<file path="config.mk">
export PLATFORM = sky130hd
export DESIGN_NAME = return_and_rotate_left_exec
export DESIGN_NICKNAME = d
export VERILOG_FILES = /design/src/hdl/exec_pkg.sv /design/src/hdl/return_and_rotate_left_exec.sv
export SDC_FILE = /design/constraint.sdc
export NUM_CORES = 1
export LEC_CHECK = 0
export BUFFER_PORTS_ARGS = -buffer_cell sky130_fd_sc_hd__buf_2
export CORE_ASPECT_RATIO = 1.25
export CORE_MARGIN = 2
export CORE_UTILIZATION = 55
export DETAILED_ROUTE_END_ITERATION = 16
export PLACE_DENSITY = 0.77
export SLEW_MARGIN = 10
export SYNTH_ARGS = -nofsm -noshare
export SYNTH_HDL_FRONTEND = slang
export SYNTH_SLANG_ARGS = --single-unit
</file>
<file path="constraint.sdc">
create_clock -name aclk -period 4.4 [get_ports aclk]
set_clock_uncertainty 0.2 [all_clocks]
set_input_delay 0.22 -clock aclk [delete_from_list [all_inputs] [get_ports aclk]]
set_output_delay 0.22 -clock aclk [all_outputs]
set_load 0.005 [all_outputs]
</file>
<file path="src/hdl/exec_pkg.sv">
package exec_pkg;
  // Register byte offsets on the AXI4-Lite slave
  localparam logic [7:0] OFS_CTRL = 8'h00;
  localparam logic [7:0] OFS_SP = 8'h04;
  localparam logic [7:0] OFS_IP = 8'h08;
  localparam logic [7:0] OFS_CS = 8'h0C;
  localparam logic [7:0] OFS_IMM = 8'h10;
  localparam logic [7:0] OFS_DEST = 8'h14;
  localparam logic [7:0] OFS_CL = 8'h18;
  localparam logic [7:0] OFS_FLAGS = 8'h1C;
  localparam logic [7:0] OFS_STATUS = 8'h20;
  // Control register fields
  localparam int CTRL_START = 0;
  localparam int CTRL_OP_LO = 1;
  localparam int CTRL_HAS_IMM = 3;
  localparam int CTRL_WORD = 4;
  localparam int CTRL_CNT_REG = 5;
  localparam int CTRL_DEST_MEM = 6;
  // Status register fields
  localparam int STAT_BUSY = 0;
  localparam int STAT_DONE = 1;
  // Flag word positions
  localparam int FLAG_CF = 0;
  localparam int FLAG_OF = 11;
  // Operation codes
  localparam logic [1:0] OP_RET_NEAR = 2'h0;
  localparam logic [1:0] OP_RET_FAR = 2'h1;
  localparam logic [1:0] OP_ROL = 2'h2;
  // Stack step and bus responses
  localparam logic [15:0] STACK_STEP = 16'h0002;
  localparam logic [1:0] RESP_OKAY = 2'h0;
  localparam logic [1:0] RESP_SLVERR = 2'h2;
  // Reset values
  localparam logic [15:0] RST_WORD = 16'h0000;
  localparam logic [7:0] RST_BYTE = 8'h00;

  typedef enum logic [2:0] {
    ST_IDLE = 3'b000,
    ST_POP_IP = 3'b001,
    ST_POP_CS = 3'b010,
    ST_ADJ = 3'b011,
    ST_ROT_RD = 3'b100,
    ST_ROT_STEP = 3'b101,
    ST_ROT_WR = 3'b110
  } exec_state_t;
endpackage

</file>
<file path="src/hdl/return_and_rotate_left_exec.sv">
module return_and_rotate_left_exec
  import exec_pkg::*;
(
  input wire logic aclk,
  input wire logic aresetn,
  input wire logic [7:0] s_axi_awaddr,
  input wire logic s_axi_awvalid,
  output logic s_axi_awready,
  input wire logic [31:0] s_axi_wdata,
  input wire logic [3:0] s_axi_wstrb,
  input wire logic s_axi_wvalid,
  output logic s_axi_wready,
  output logic [1:0] s_axi_bresp,
  output logic s_axi_bvalid,
  input wire logic s_axi_bready,
  input wire logic [7:0] s_axi_araddr,
  input wire logic s_axi_arvalid,
  output logic s_axi_arready,
  output logic [31:0] s_axi_rdata,
  output logic [1:0] s_axi_rresp,
  output logic s_axi_rvalid,
  input wire logic s_axi_rready,
  output logic mem_req,
  output logic mem_we,
  output logic mem_word,
  output logic [15:0] mem_addr,
  output logic [15:0] mem_wdata,
  input wire logic [15:0] mem_rdata,
  input wire logic mem_ack
);

  typedef struct packed {
    exec_state_t state;
    logic awready;
    logic wready;
    logic aw_ok;
    logic [7:0] aw_addr;
    logic w_ok;
    logic [31:0] w_data;
    logic [3:0] w_strb;
    logic bvalid;
    logic [1:0] bresp;
    logic arready;
    logic rvalid;
    logic [31:0] rdata;
    logic [1:0] rresp;
    logic [1:0] op;
    logic has_imm;
    logic word;
    logic cnt_reg;
    logic dest_mem;
    logic busy;
    logic done;
    logic [15:0] stack_pointer_reg;
    logic [15:0] instr_pointer_reg;
    logic [15:0] cs;
    logic [7:0] imm;
    logic [15:0] dest;
    logic [7:0] count_low_reg;
    logic [15:0] flags;
    logic [7:0] cnt;
    logic cnt_one;
    logic mreq;
    logic mwe;
    logic [15:0] maddr;
    logic [15:0] mwdata;
    logic mword;
  } exec_st_t;

  exec_st_t s_ff;
  exec_st_t nxt_s;
  // Merge a write into a 16-bit register under byte strobes
  function automatic logic [15:0] merge16(input logic [15:0] old, input logic [31:0] d, input logic [3:0] b);
    merge16 = {b[1] ? d[15:8] : old[15:8], b[0] ? d[7:0] : old[7:0]};
  endfunction
  // Decode a byte offset into a mapped register
  function automatic logic is_mapped(input logic [7:0] a);
    is_mapped = (a == OFS_CTRL) || (a == OFS_SP) || (a == OFS_IP) || (a == OFS_CS) || (a == OFS_IMM)
      || (a == OFS_DEST) || (a == OFS_CL) || (a == OFS_FLAGS) || (a == OFS_STATUS);
  endfunction
  // Top bit of the destination at the operand size
  function automatic logic top_bit(input logic [15:0] d, input logic w);
    top_bit = w ? d[15] : d[7];
  endfunction
  // One rotate-left step at the operand size; high byte kept for byte operands
  function automatic logic [15:0] rol1(input logic [15:0] d, input logic w);
    rol1 = w ? {d[14:0], d[15]} : {d[15:8], d[6:0], d[7]};
  endfunction
  logic [15:0] rot_val;
  logic rot_cf;
  assign rot_val = rol1(s_ff.dest, s_ff.word);
  assign rot_cf = top_bit(s_ff.dest, s_ff.word);

  // Next-state logic for bus slave and execution sequencer
  always_comb begin
    nxt_s = s_ff;
    // Write address and data taken in either order
    if (s_axi_awvalid && s_ff.awready) begin
      nxt_s.aw_ok = 1'b1;
      nxt_s.aw_addr = s_axi_awaddr;
    end
    if (s_axi_wvalid && s_ff.wready) begin
      nxt_s.w_ok = 1'b1;
      nxt_s.w_data = s_axi_wdata;
      nxt_s.w_strb = s_axi_wstrb;
    end
    if (s_ff.bvalid && s_axi_bready) begin
      nxt_s.bvalid = 1'b0;
    end
    if (s_ff.aw_ok && s_ff.w_ok && !s_ff.bvalid) begin
      nxt_s.aw_ok = 1'b0;
      nxt_s.w_ok = 1'b0;
      nxt_s.bvalid = 1'b1;
      nxt_s.bresp = is_mapped(s_ff.aw_addr) ? RESP_OKAY : RESP_SLVERR;
      // Writes while busy are dropped so operands stay steady
      if (!s_ff.busy) begin
        case (s_ff.aw_addr)
          OFS_CTRL: begin
            if (s_ff.w_strb[0]) begin
              nxt_s.op = s_ff.w_data[CTRL_OP_LO+1:CTRL_OP_LO];
              nxt_s.has_imm = s_ff.w_data[CTRL_HAS_IMM];
              nxt_s.word = s_ff.w_data[CTRL_WORD];
              nxt_s.cnt_reg = s_ff.w_data[CTRL_CNT_REG];
              nxt_s.dest_mem = s_ff.w_data[CTRL_DEST_MEM];
              if (s_ff.w_data[CTRL_START]) begin
                nxt_s.busy = 1'b1;
                nxt_s.done = 1'b0;
                nxt_s.mreq = 1'b0;
                nxt_s.mwe = 1'b0;
                case (s_ff.w_data[CTRL_OP_LO+1:CTRL_OP_LO])
                  OP_RET_NEAR, OP_RET_FAR: begin
                    nxt_s.state = ST_POP_IP;
                    nxt_s.mreq = 1'b1;
                    nxt_s.maddr = s_ff.stack_pointer_reg;
                  end
                  default: begin
                    nxt_s.cnt = s_ff.w_data[CTRL_CNT_REG] ? s_ff.count_low_reg : s_ff.imm;
                    nxt_s.cnt_one = (nxt_s.cnt == 8'h01);
                    if (nxt_s.cnt == 8'h00) begin
                      nxt_s.state = ST_IDLE;
                      nxt_s.busy = 1'b0;
                      nxt_s.done = 1'b1;
                    end else if (s_ff.w_data[CTRL_DEST_MEM]) begin
                      nxt_s.state = ST_ROT_RD;
                      nxt_s.mreq = 1'b1;
                      nxt_s.maddr = s_ff.dest;
                    end else begin
                      nxt_s.state = ST_ROT_STEP;
                    end
                  end
                endcase
              end
            end
          end
          OFS_SP: nxt_s.stack_pointer_reg = merge16(s_ff.stack_pointer_reg, s_ff.w_data, s_ff.w_strb);
          OFS_IP: nxt_s.instr_pointer_reg = merge16(s_ff.instr_pointer_reg, s_ff.w_data, s_ff.w_strb);
          OFS_CS: nxt_s.cs = merge16(s_ff.cs, s_ff.w_data, s_ff.w_strb);
          OFS_IMM: nxt_s.imm = s_ff.w_strb[0] ? s_ff.w_data[7:0] : s_ff.imm;
          OFS_DEST: nxt_s.dest = merge16(s_ff.dest, s_ff.w_data, s_ff.w_strb);
          OFS_CL: nxt_s.count_low_reg = s_ff.w_strb[0] ? s_ff.w_data[7:0] : s_ff.count_low_reg;
          OFS_FLAGS: nxt_s.flags = merge16(s_ff.flags, s_ff.w_data, s_ff.w_strb);
          default: ;
        endcase
      end
    end
    nxt_s.awready = !nxt_s.aw_ok && !nxt_s.bvalid;
    nxt_s.wready = !nxt_s.w_ok && !nxt_s.bvalid;

    // Read channel: one read under way, answered the cycle after it is taken
    if (s_ff.rvalid && s_axi_rready) begin
      nxt_s.rvalid = 1'b0;
    end
    if (s_axi_arvalid && s_ff.arready) begin
      nxt_s.rvalid = 1'b1;
      nxt_s.rresp = is_mapped(s_axi_araddr) ? RESP_OKAY : RESP_SLVERR;
      case (s_axi_araddr)
        OFS_CTRL: nxt_s.rdata = {25'h0, s_ff.dest_mem, s_ff.cnt_reg, s_ff.word, s_ff.has_imm, s_ff.op, 1'b0};
        OFS_SP: nxt_s.rdata = {16'h0000, s_ff.stack_pointer_reg};
        OFS_IP: nxt_s.rdata = {16'h0000, s_ff.instr_pointer_reg};
        OFS_CS: nxt_s.rdata = {16'h0000, s_ff.cs};
        OFS_IMM: nxt_s.rdata = {24'h000000, s_ff.imm};
        OFS_DEST: nxt_s.rdata = {16'h0000, s_ff.dest};
        OFS_CL: nxt_s.rdata = {24'h000000, s_ff.count_low_reg};
        OFS_FLAGS: nxt_s.rdata = {16'h0000, s_ff.flags};
        OFS_STATUS: nxt_s.rdata = {30'h0, s_ff.done, s_ff.busy};
        default: nxt_s.rdata = 32'h00000000;
      endcase
    end
    nxt_s.arready = !nxt_s.rvalid;

    // Execution sequencer; no return state touches the flag word
    case (s_ff.state)
      ST_IDLE: ;
      ST_POP_IP: begin
        if (mem_ack) begin
          nxt_s.instr_pointer_reg = mem_rdata;
          nxt_s.stack_pointer_reg = s_ff.stack_pointer_reg + STACK_STEP;
          if (s_ff.op == OP_RET_FAR) begin
            nxt_s.state = ST_POP_CS;
            nxt_s.maddr = s_ff.stack_pointer_reg + STACK_STEP;
          end else begin
            nxt_s.state = ST_ADJ;
            nxt_s.mreq = 1'b0;
          end
        end
      end
      ST_POP_CS: begin
        if (mem_ack) begin
          nxt_s.cs = mem_rdata;
          nxt_s.stack_pointer_reg = s_ff.stack_pointer_reg + STACK_STEP;
          nxt_s.state = ST_ADJ;
          nxt_s.mreq = 1'b0;
        end
      end
      ST_ADJ: begin
        if (s_ff.has_imm) begin
          nxt_s.stack_pointer_reg = s_ff.stack_pointer_reg + {8'h00, s_ff.imm};
        end
        nxt_s.state = ST_IDLE;
        nxt_s.busy = 1'b0;
        nxt_s.done = 1'b1;
      end
      ST_ROT_RD: begin
        if (mem_ack) begin
          nxt_s.dest = mem_rdata;
          nxt_s.mreq = 1'b0;
          nxt_s.state = ST_ROT_STEP;
        end
      end
      ST_ROT_STEP: begin
        if (s_ff.cnt != 8'h00) begin
          nxt_s.dest = rot_val;
          nxt_s.flags[FLAG_CF] = rot_cf;
          nxt_s.cnt = s_ff.cnt - 8'h01;
          if (s_ff.cnt_one) begin
            nxt_s.flags[FLAG_OF] = top_bit(rot_val, s_ff.word) ^ rot_cf;
          end
        end else if (s_ff.dest_mem) begin
          nxt_s.state = ST_ROT_WR;
          nxt_s.mreq = 1'b1;
          nxt_s.mwe = 1'b1;
          nxt_s.mwdata = s_ff.dest;
        end else begin
          nxt_s.state = ST_IDLE;
          nxt_s.busy = 1'b0;
          nxt_s.done = 1'b1;
        end
      end
      ST_ROT_WR: begin
        if (mem_ack) begin
          nxt_s.mreq = 1'b0;
          nxt_s.mwe = 1'b0;
          nxt_s.state = ST_IDLE;
          nxt_s.busy = 1'b0;
          nxt_s.done = 1'b1;
        end
      end
      default: begin
        nxt_s.state = ST_IDLE;
        nxt_s.busy = 1'b0;
      end
    endcase
    nxt_s.mword = (nxt_s.state == ST_POP_IP) || (nxt_s.state == ST_POP_CS) || nxt_s.word;
  end

  // State register with synchronous reset
  always_ff @(posedge aclk) begin
    if (!aresetn) begin
      s_ff <= '0;
      s_ff.stack_pointer_reg <= RST_WORD;
      s_ff.imm <= RST_BYTE;
    end else begin
      s_ff <= nxt_s;
    end
  end

  // Outputs straight from the state register
  assign s_axi_awready = s_ff.awready;
  assign s_axi_wready = s_ff.wready;
  assign s_axi_bvalid = s_ff.bvalid;
  assign s_axi_bresp = s_ff.bresp;
  assign s_axi_arready = s_ff.arready;
  assign s_axi_rvalid = s_ff.rvalid;
  assign s_axi_rdata = s_ff.rdata;
  assign s_axi_rresp = s_ff.rresp;
  assign mem_req = s_ff.mreq;
  assign mem_we = s_ff.mwe;
  assign mem_word = s_ff.mword;
  assign mem_addr = s_ff.maddr;
  assign mem_wdata = s_ff.mwdata;

  a_ret_ip_pop: assert property (@(posedge aclk) disable iff (!aresetn)
    (s_ff.state == ST_POP_IP && mem_ack) |=> (s_ff.instr_pointer_reg == $past(mem_rdata))
      && (s_ff.stack_pointer_reg == $past(s_ff.stack_pointer_reg) + STACK_STEP))
    else $error("instruction pointer pop wrong");
  a_far_cs_pop: assert property (@(posedge aclk) disable iff (!aresetn)
    (s_ff.state == ST_POP_CS && mem_ack) |=> (s_ff.cs == $past(mem_rdata))
      && (s_ff.stack_pointer_reg == $past(s_ff.stack_pointer_reg) + STACK_STEP))
    else $error("code segment pop wrong");
  a_far_cs_addr: assert property (@(posedge aclk) disable iff (!aresetn)
    (s_ff.state == ST_POP_CS) |-> (mem_addr == s_ff.stack_pointer_reg) && mem_req && !mem_we)
    else $error("code segment read address wrong");
  a_ret_imm_add: assert property (@(posedge aclk) disable iff (!aresetn)
    (s_ff.state == ST_ADJ && s_ff.has_imm) |=> (s_ff.stack_pointer_reg ==
      $past(s_ff.stack_pointer_reg) + {8'h00, $past(s_ff.imm)}))
    else $error("immediate not added to stack pointer");
  a_ret_resume: assert property (@(posedge aclk) disable iff (!aresetn)
    (s_ff.state == ST_ADJ) |=> (s_ff.state == ST_IDLE) && s_ff.done && $stable(s_ff.instr_pointer_reg))
    else $error("return did not finish");
  a_ret_flags_kept: assert property (@(posedge aclk) disable iff (!aresetn)
    (s_ff.busy && s_ff.op != OP_ROL) |=> $stable(s_ff.flags))
    else $error("return changed flags");
  a_rot_step_val: assert property (@(posedge aclk) disable iff (!aresetn)
    (s_ff.state == ST_ROT_STEP && s_ff.cnt != 8'h00 && s_ff.word) |=> (s_ff.dest ==
      {$past(s_ff.dest[14:0]), $past(s_ff.dest[15])}) && (s_ff.flags[FLAG_CF] == $past(s_ff.dest[15])))
    else $error("rotate step wrong");
  a_rot_of_one: assert property (@(posedge aclk) disable iff (!aresetn)
    (s_ff.state == ST_ROT_STEP && s_ff.cnt == 8'h01 && s_ff.cnt_one) |=>
      (s_ff.flags[FLAG_OF] == (top_bit(s_ff.dest, s_ff.word) ^ s_ff.flags[FLAG_CF])))
    else $error("overflow after single rotate wrong");
  a_rot_flags_kept: assert property (@(posedge aclk) disable iff (!aresetn)
    (s_ff.busy && s_ff.op == OP_ROL) |=> ((s_ff.flags & 16'hF7FE) == ($past(s_ff.flags) & 16'hF7FE)))
    else $error("rotate changed other flags");
  a_rot_mem_back: assert property (@(posedge aclk) disable iff (!aresetn)
    (s_ff.state == ST_ROT_STEP && s_ff.cnt == 8'h00 && s_ff.dest_mem) |=> mem_req && mem_we
      && (mem_wdata == $past(s_ff.dest)))
    else $error("memory destination not written back");

endmodule

</file>
==> metrics <==
Post-DRT Antenna Nets 0; Layout Cell Area excl Fill 0.0123 mm2; GRT Overall Usage 0.328; first drt pass iteration count 9; synthesized instance count 1338; Post-synth EDFFs 0; commonest non-fill, non-tap cell in the layout dfxtp_1; unrepaired setup endpoints after global routing false; Pleak 4.84 nW; post-synth cell types 74; Hold Crit Start s_axi_araddr[7]; Site Rows 57; period utilisation layout 0.729; reg2reg end s_ff[83]; Layout area overhead 13.8%; Yosys reg bits 202; total vias in the final route 10512; Num CTS Buffers 23; GR Util met1 0.382; biggest area consumer among synthesized cells dfxtp_1; first-pass GRT wire length 53800 um; nature of the critical path startpoint primary input; Hold Violations, Final 0; PortBufs between 100 and 150; GR Util met3 0.0477; sequential area share after synthesis 0.373; Chip Height 161 um; Worst Hold End s_axi_rdata[15]; sum of negative setup slack 0 ps; max cap viols 0; top-area cell type share of the netlist area 0.373; H-tree depth 1; cell seen most often among critical-path stages dlygate4sd3_1; maximum clock rate just over 0.3 GHz; Worst Path Arrival 3450 ps; fill count 1728; Clock Sinks 202; Critical Path Max Stage Delay 750 ps; synth top area cells dfxtp_1, nand2_1, mux2i_1; Synth Warn # 0; CP Capture Type flip-flop; Clock Path Buffers 3; WP data required 4640 ps; Reg2Reg Depth 6; largest net degree at the start of global routing 106; hold crit path type in2reg; Rel. slew slack 0.389; share of layout cells above drive strength 1 0.144; worst skew pair latency 520 ps; GR Layer Usage met2 0.547; diodes inserted 0; Final Max Tran Viols 0; post-DP HPWL 23400 um; GPL Wtd Cong 0.963; Slew @ Worst Pin 915 ps; root buffer cell clkbuf_16; core box area 0.0194 mm2; Post-CTS Setup Bufs 0; Async SR Flop Fraction 0; CP Class in2reg; syn avg cell area 8.11 um2; Post-DP Area 0.0110 mm2; Die W 130 um; Critical Path Fanout Max 12; Top-Level Pins roughly 150; Slowest-stage cell, CP dlygate4sd3_1; Cell Pwr Density 323 mW/mm2; CTS tree yes; worst IR drop on VDD 0.272 mV; Iteration-0 DRC Markers 1112; starting density of the core 0.559; vias in the first global route 10062; total die area 0.0209 mm2; Clock transition at path regs ~60 ps; status finished, final reports clean; Cell Chain, Critical Path dlygate4sd3_1 > buf_2 > nor3_1 > a32oi_1 > or2_1 > nor4_4 > dlygate4sd3_1 > nand2_1 > a21oi_1; average vias per placed instance 6.27; Final min period 3210 ps; final setup violation count 0; gr ovfl total 0; Avg WL per Cell 20.8 um; most frequent cells in the layout dfxtp_1, nand2_1, nor2_1; Mapped Area between 0.01 and 0.015 mm2; Worst R2R Setup Slack 1200 ps; worst r2r src s_ff[224]; ys flop type dfxtp_1; initial antenna violation count 0; Hold Path Depth 4; GRT Max-Usage Layer met2; Routed Wire Length 35000 um; nets@finish 1486; DRC Markers 0
## layout make-up
class / count / area, um2 / area share
repair buffers: 188 / 1290 / 0.104
multi-input cells: 971 / 5920 / 0.480
clock inverters: 8 / 100 / 0.00811
flip-flops and latches: 202 / 4040 / 0.327
well taps: 265 / 332 / 0.0269
clock buffers: 30 / 612 / 0.0495
inverters: 13 / 51.3 / 0.00415
## kinds of logic (layout without fill, tap and decap cells)
| family | count (synthesis) | after routing | share of synthesized area |
|---|---|---|---|
| buf+inv | 182 | 239 | 0.0881 |
| xor+xnor | 26 | 26 | 0.0210 |
| fa+ha+maj | 11 | 11 | 0.0134 |
| mux | 96 | 96 | 0.0921 |
| simple gates | 478 | 478 | 0.199 |
| flops | 202 | 202 | 0.373 |
| compound gates | 342 | 342 | 0.213 |
| other cells | 1 | 18 | 0.000346 |
## worst max path at each step
stage	startpoint	to	slack (ps)	depth (start not counted)
4_1_cts	s_axi_arready	s_axi_rdata[10]	1220	6
5_1_grt	s_axi_arready	s_axi_rdata[10]	1030	6
2_1_floorplan	s_ff[125]	s_ff[135]	1930	9
3_5_place_dp	s_ff[224]	s_ff[83]	1340	6
6_report	s_axi_araddr[6]	s_axi_rdata[10]	1190	9
3_3_place_gp	s_ff[224]	s_ff[83]	1350	6
## synth_stat cells, drive strengths merged, types with 4 or more instances
master,number
nand3b,7
ha,10
nand4,10
or4,4
nor4,7
nor2b,5
a21o,6
mux2i,66
o21ai,41
o22a,5
a222oi,18
a31oi,10
dfxtp,202
o211ai,5
xnor2,13
buf,81
nand3,17
nand2,193
inv,13
o221ai,15
a211oi,26
and2,8
clkbuf,88
a221o,5
a21oi,109
a22oi,17
nor2,167
nor3,15
a311oi,18
mux2,30
a32oi,7
xor2,13
a221oi,19
nor3b,8
nand2b,8
o22ai,22
and3,11
## what timing repair did
item / CTS / global route
hold endpoints to repair: 91 / 0
hold buffers: 57 / 0
gates resized for setup: 0 / 0
## report_power, final
group	leakage [nW]	internal (mW)	switching [mW]
Sequential	1.63	1.85	0.0374
Combinational	2.87	0.0975	0.141
Clock	0.347	1.09	0.771
## worst max-delay path, delay by kind of cell
kind / cells / cell delay (ps)
buffers and inverters: 3 / 1430
and+or+nand+nor: 4 / 1480
AOI/OAI and AO/OA: 2 / 310
## through the flow
step	total power, mW	util	cells	setup WS (ps)	hold slack [ps]
after CTS	3.99	0.635	1675	1220	9.81
after global placement	2.11	0.569	1580	1350	236
after detailed placement	2.11	0.569	1580	1340	243
after global routing	4.09	0.637	1677	1030	51.1
final	3.99	0.637	1677	1190	30.7
after floorplan	2.03	-	1355	1930	156
## flip-flops by register name, indices dropped and copies added (netlist names), 16 cells and up
register / count
mem_addr: 16
s_ff: 144
mem_wdata: 16
s_axi_rdata: 16
## routing by layer
layer / vias up / part of all wire
met1: 4983 / 0.37
met5: - / 0
li1: 4861 / -
met2: 516 / 0.47
met3: 152 / 0.073
met4: 0 / 0.081
Power figures use the tool's default switching activity.
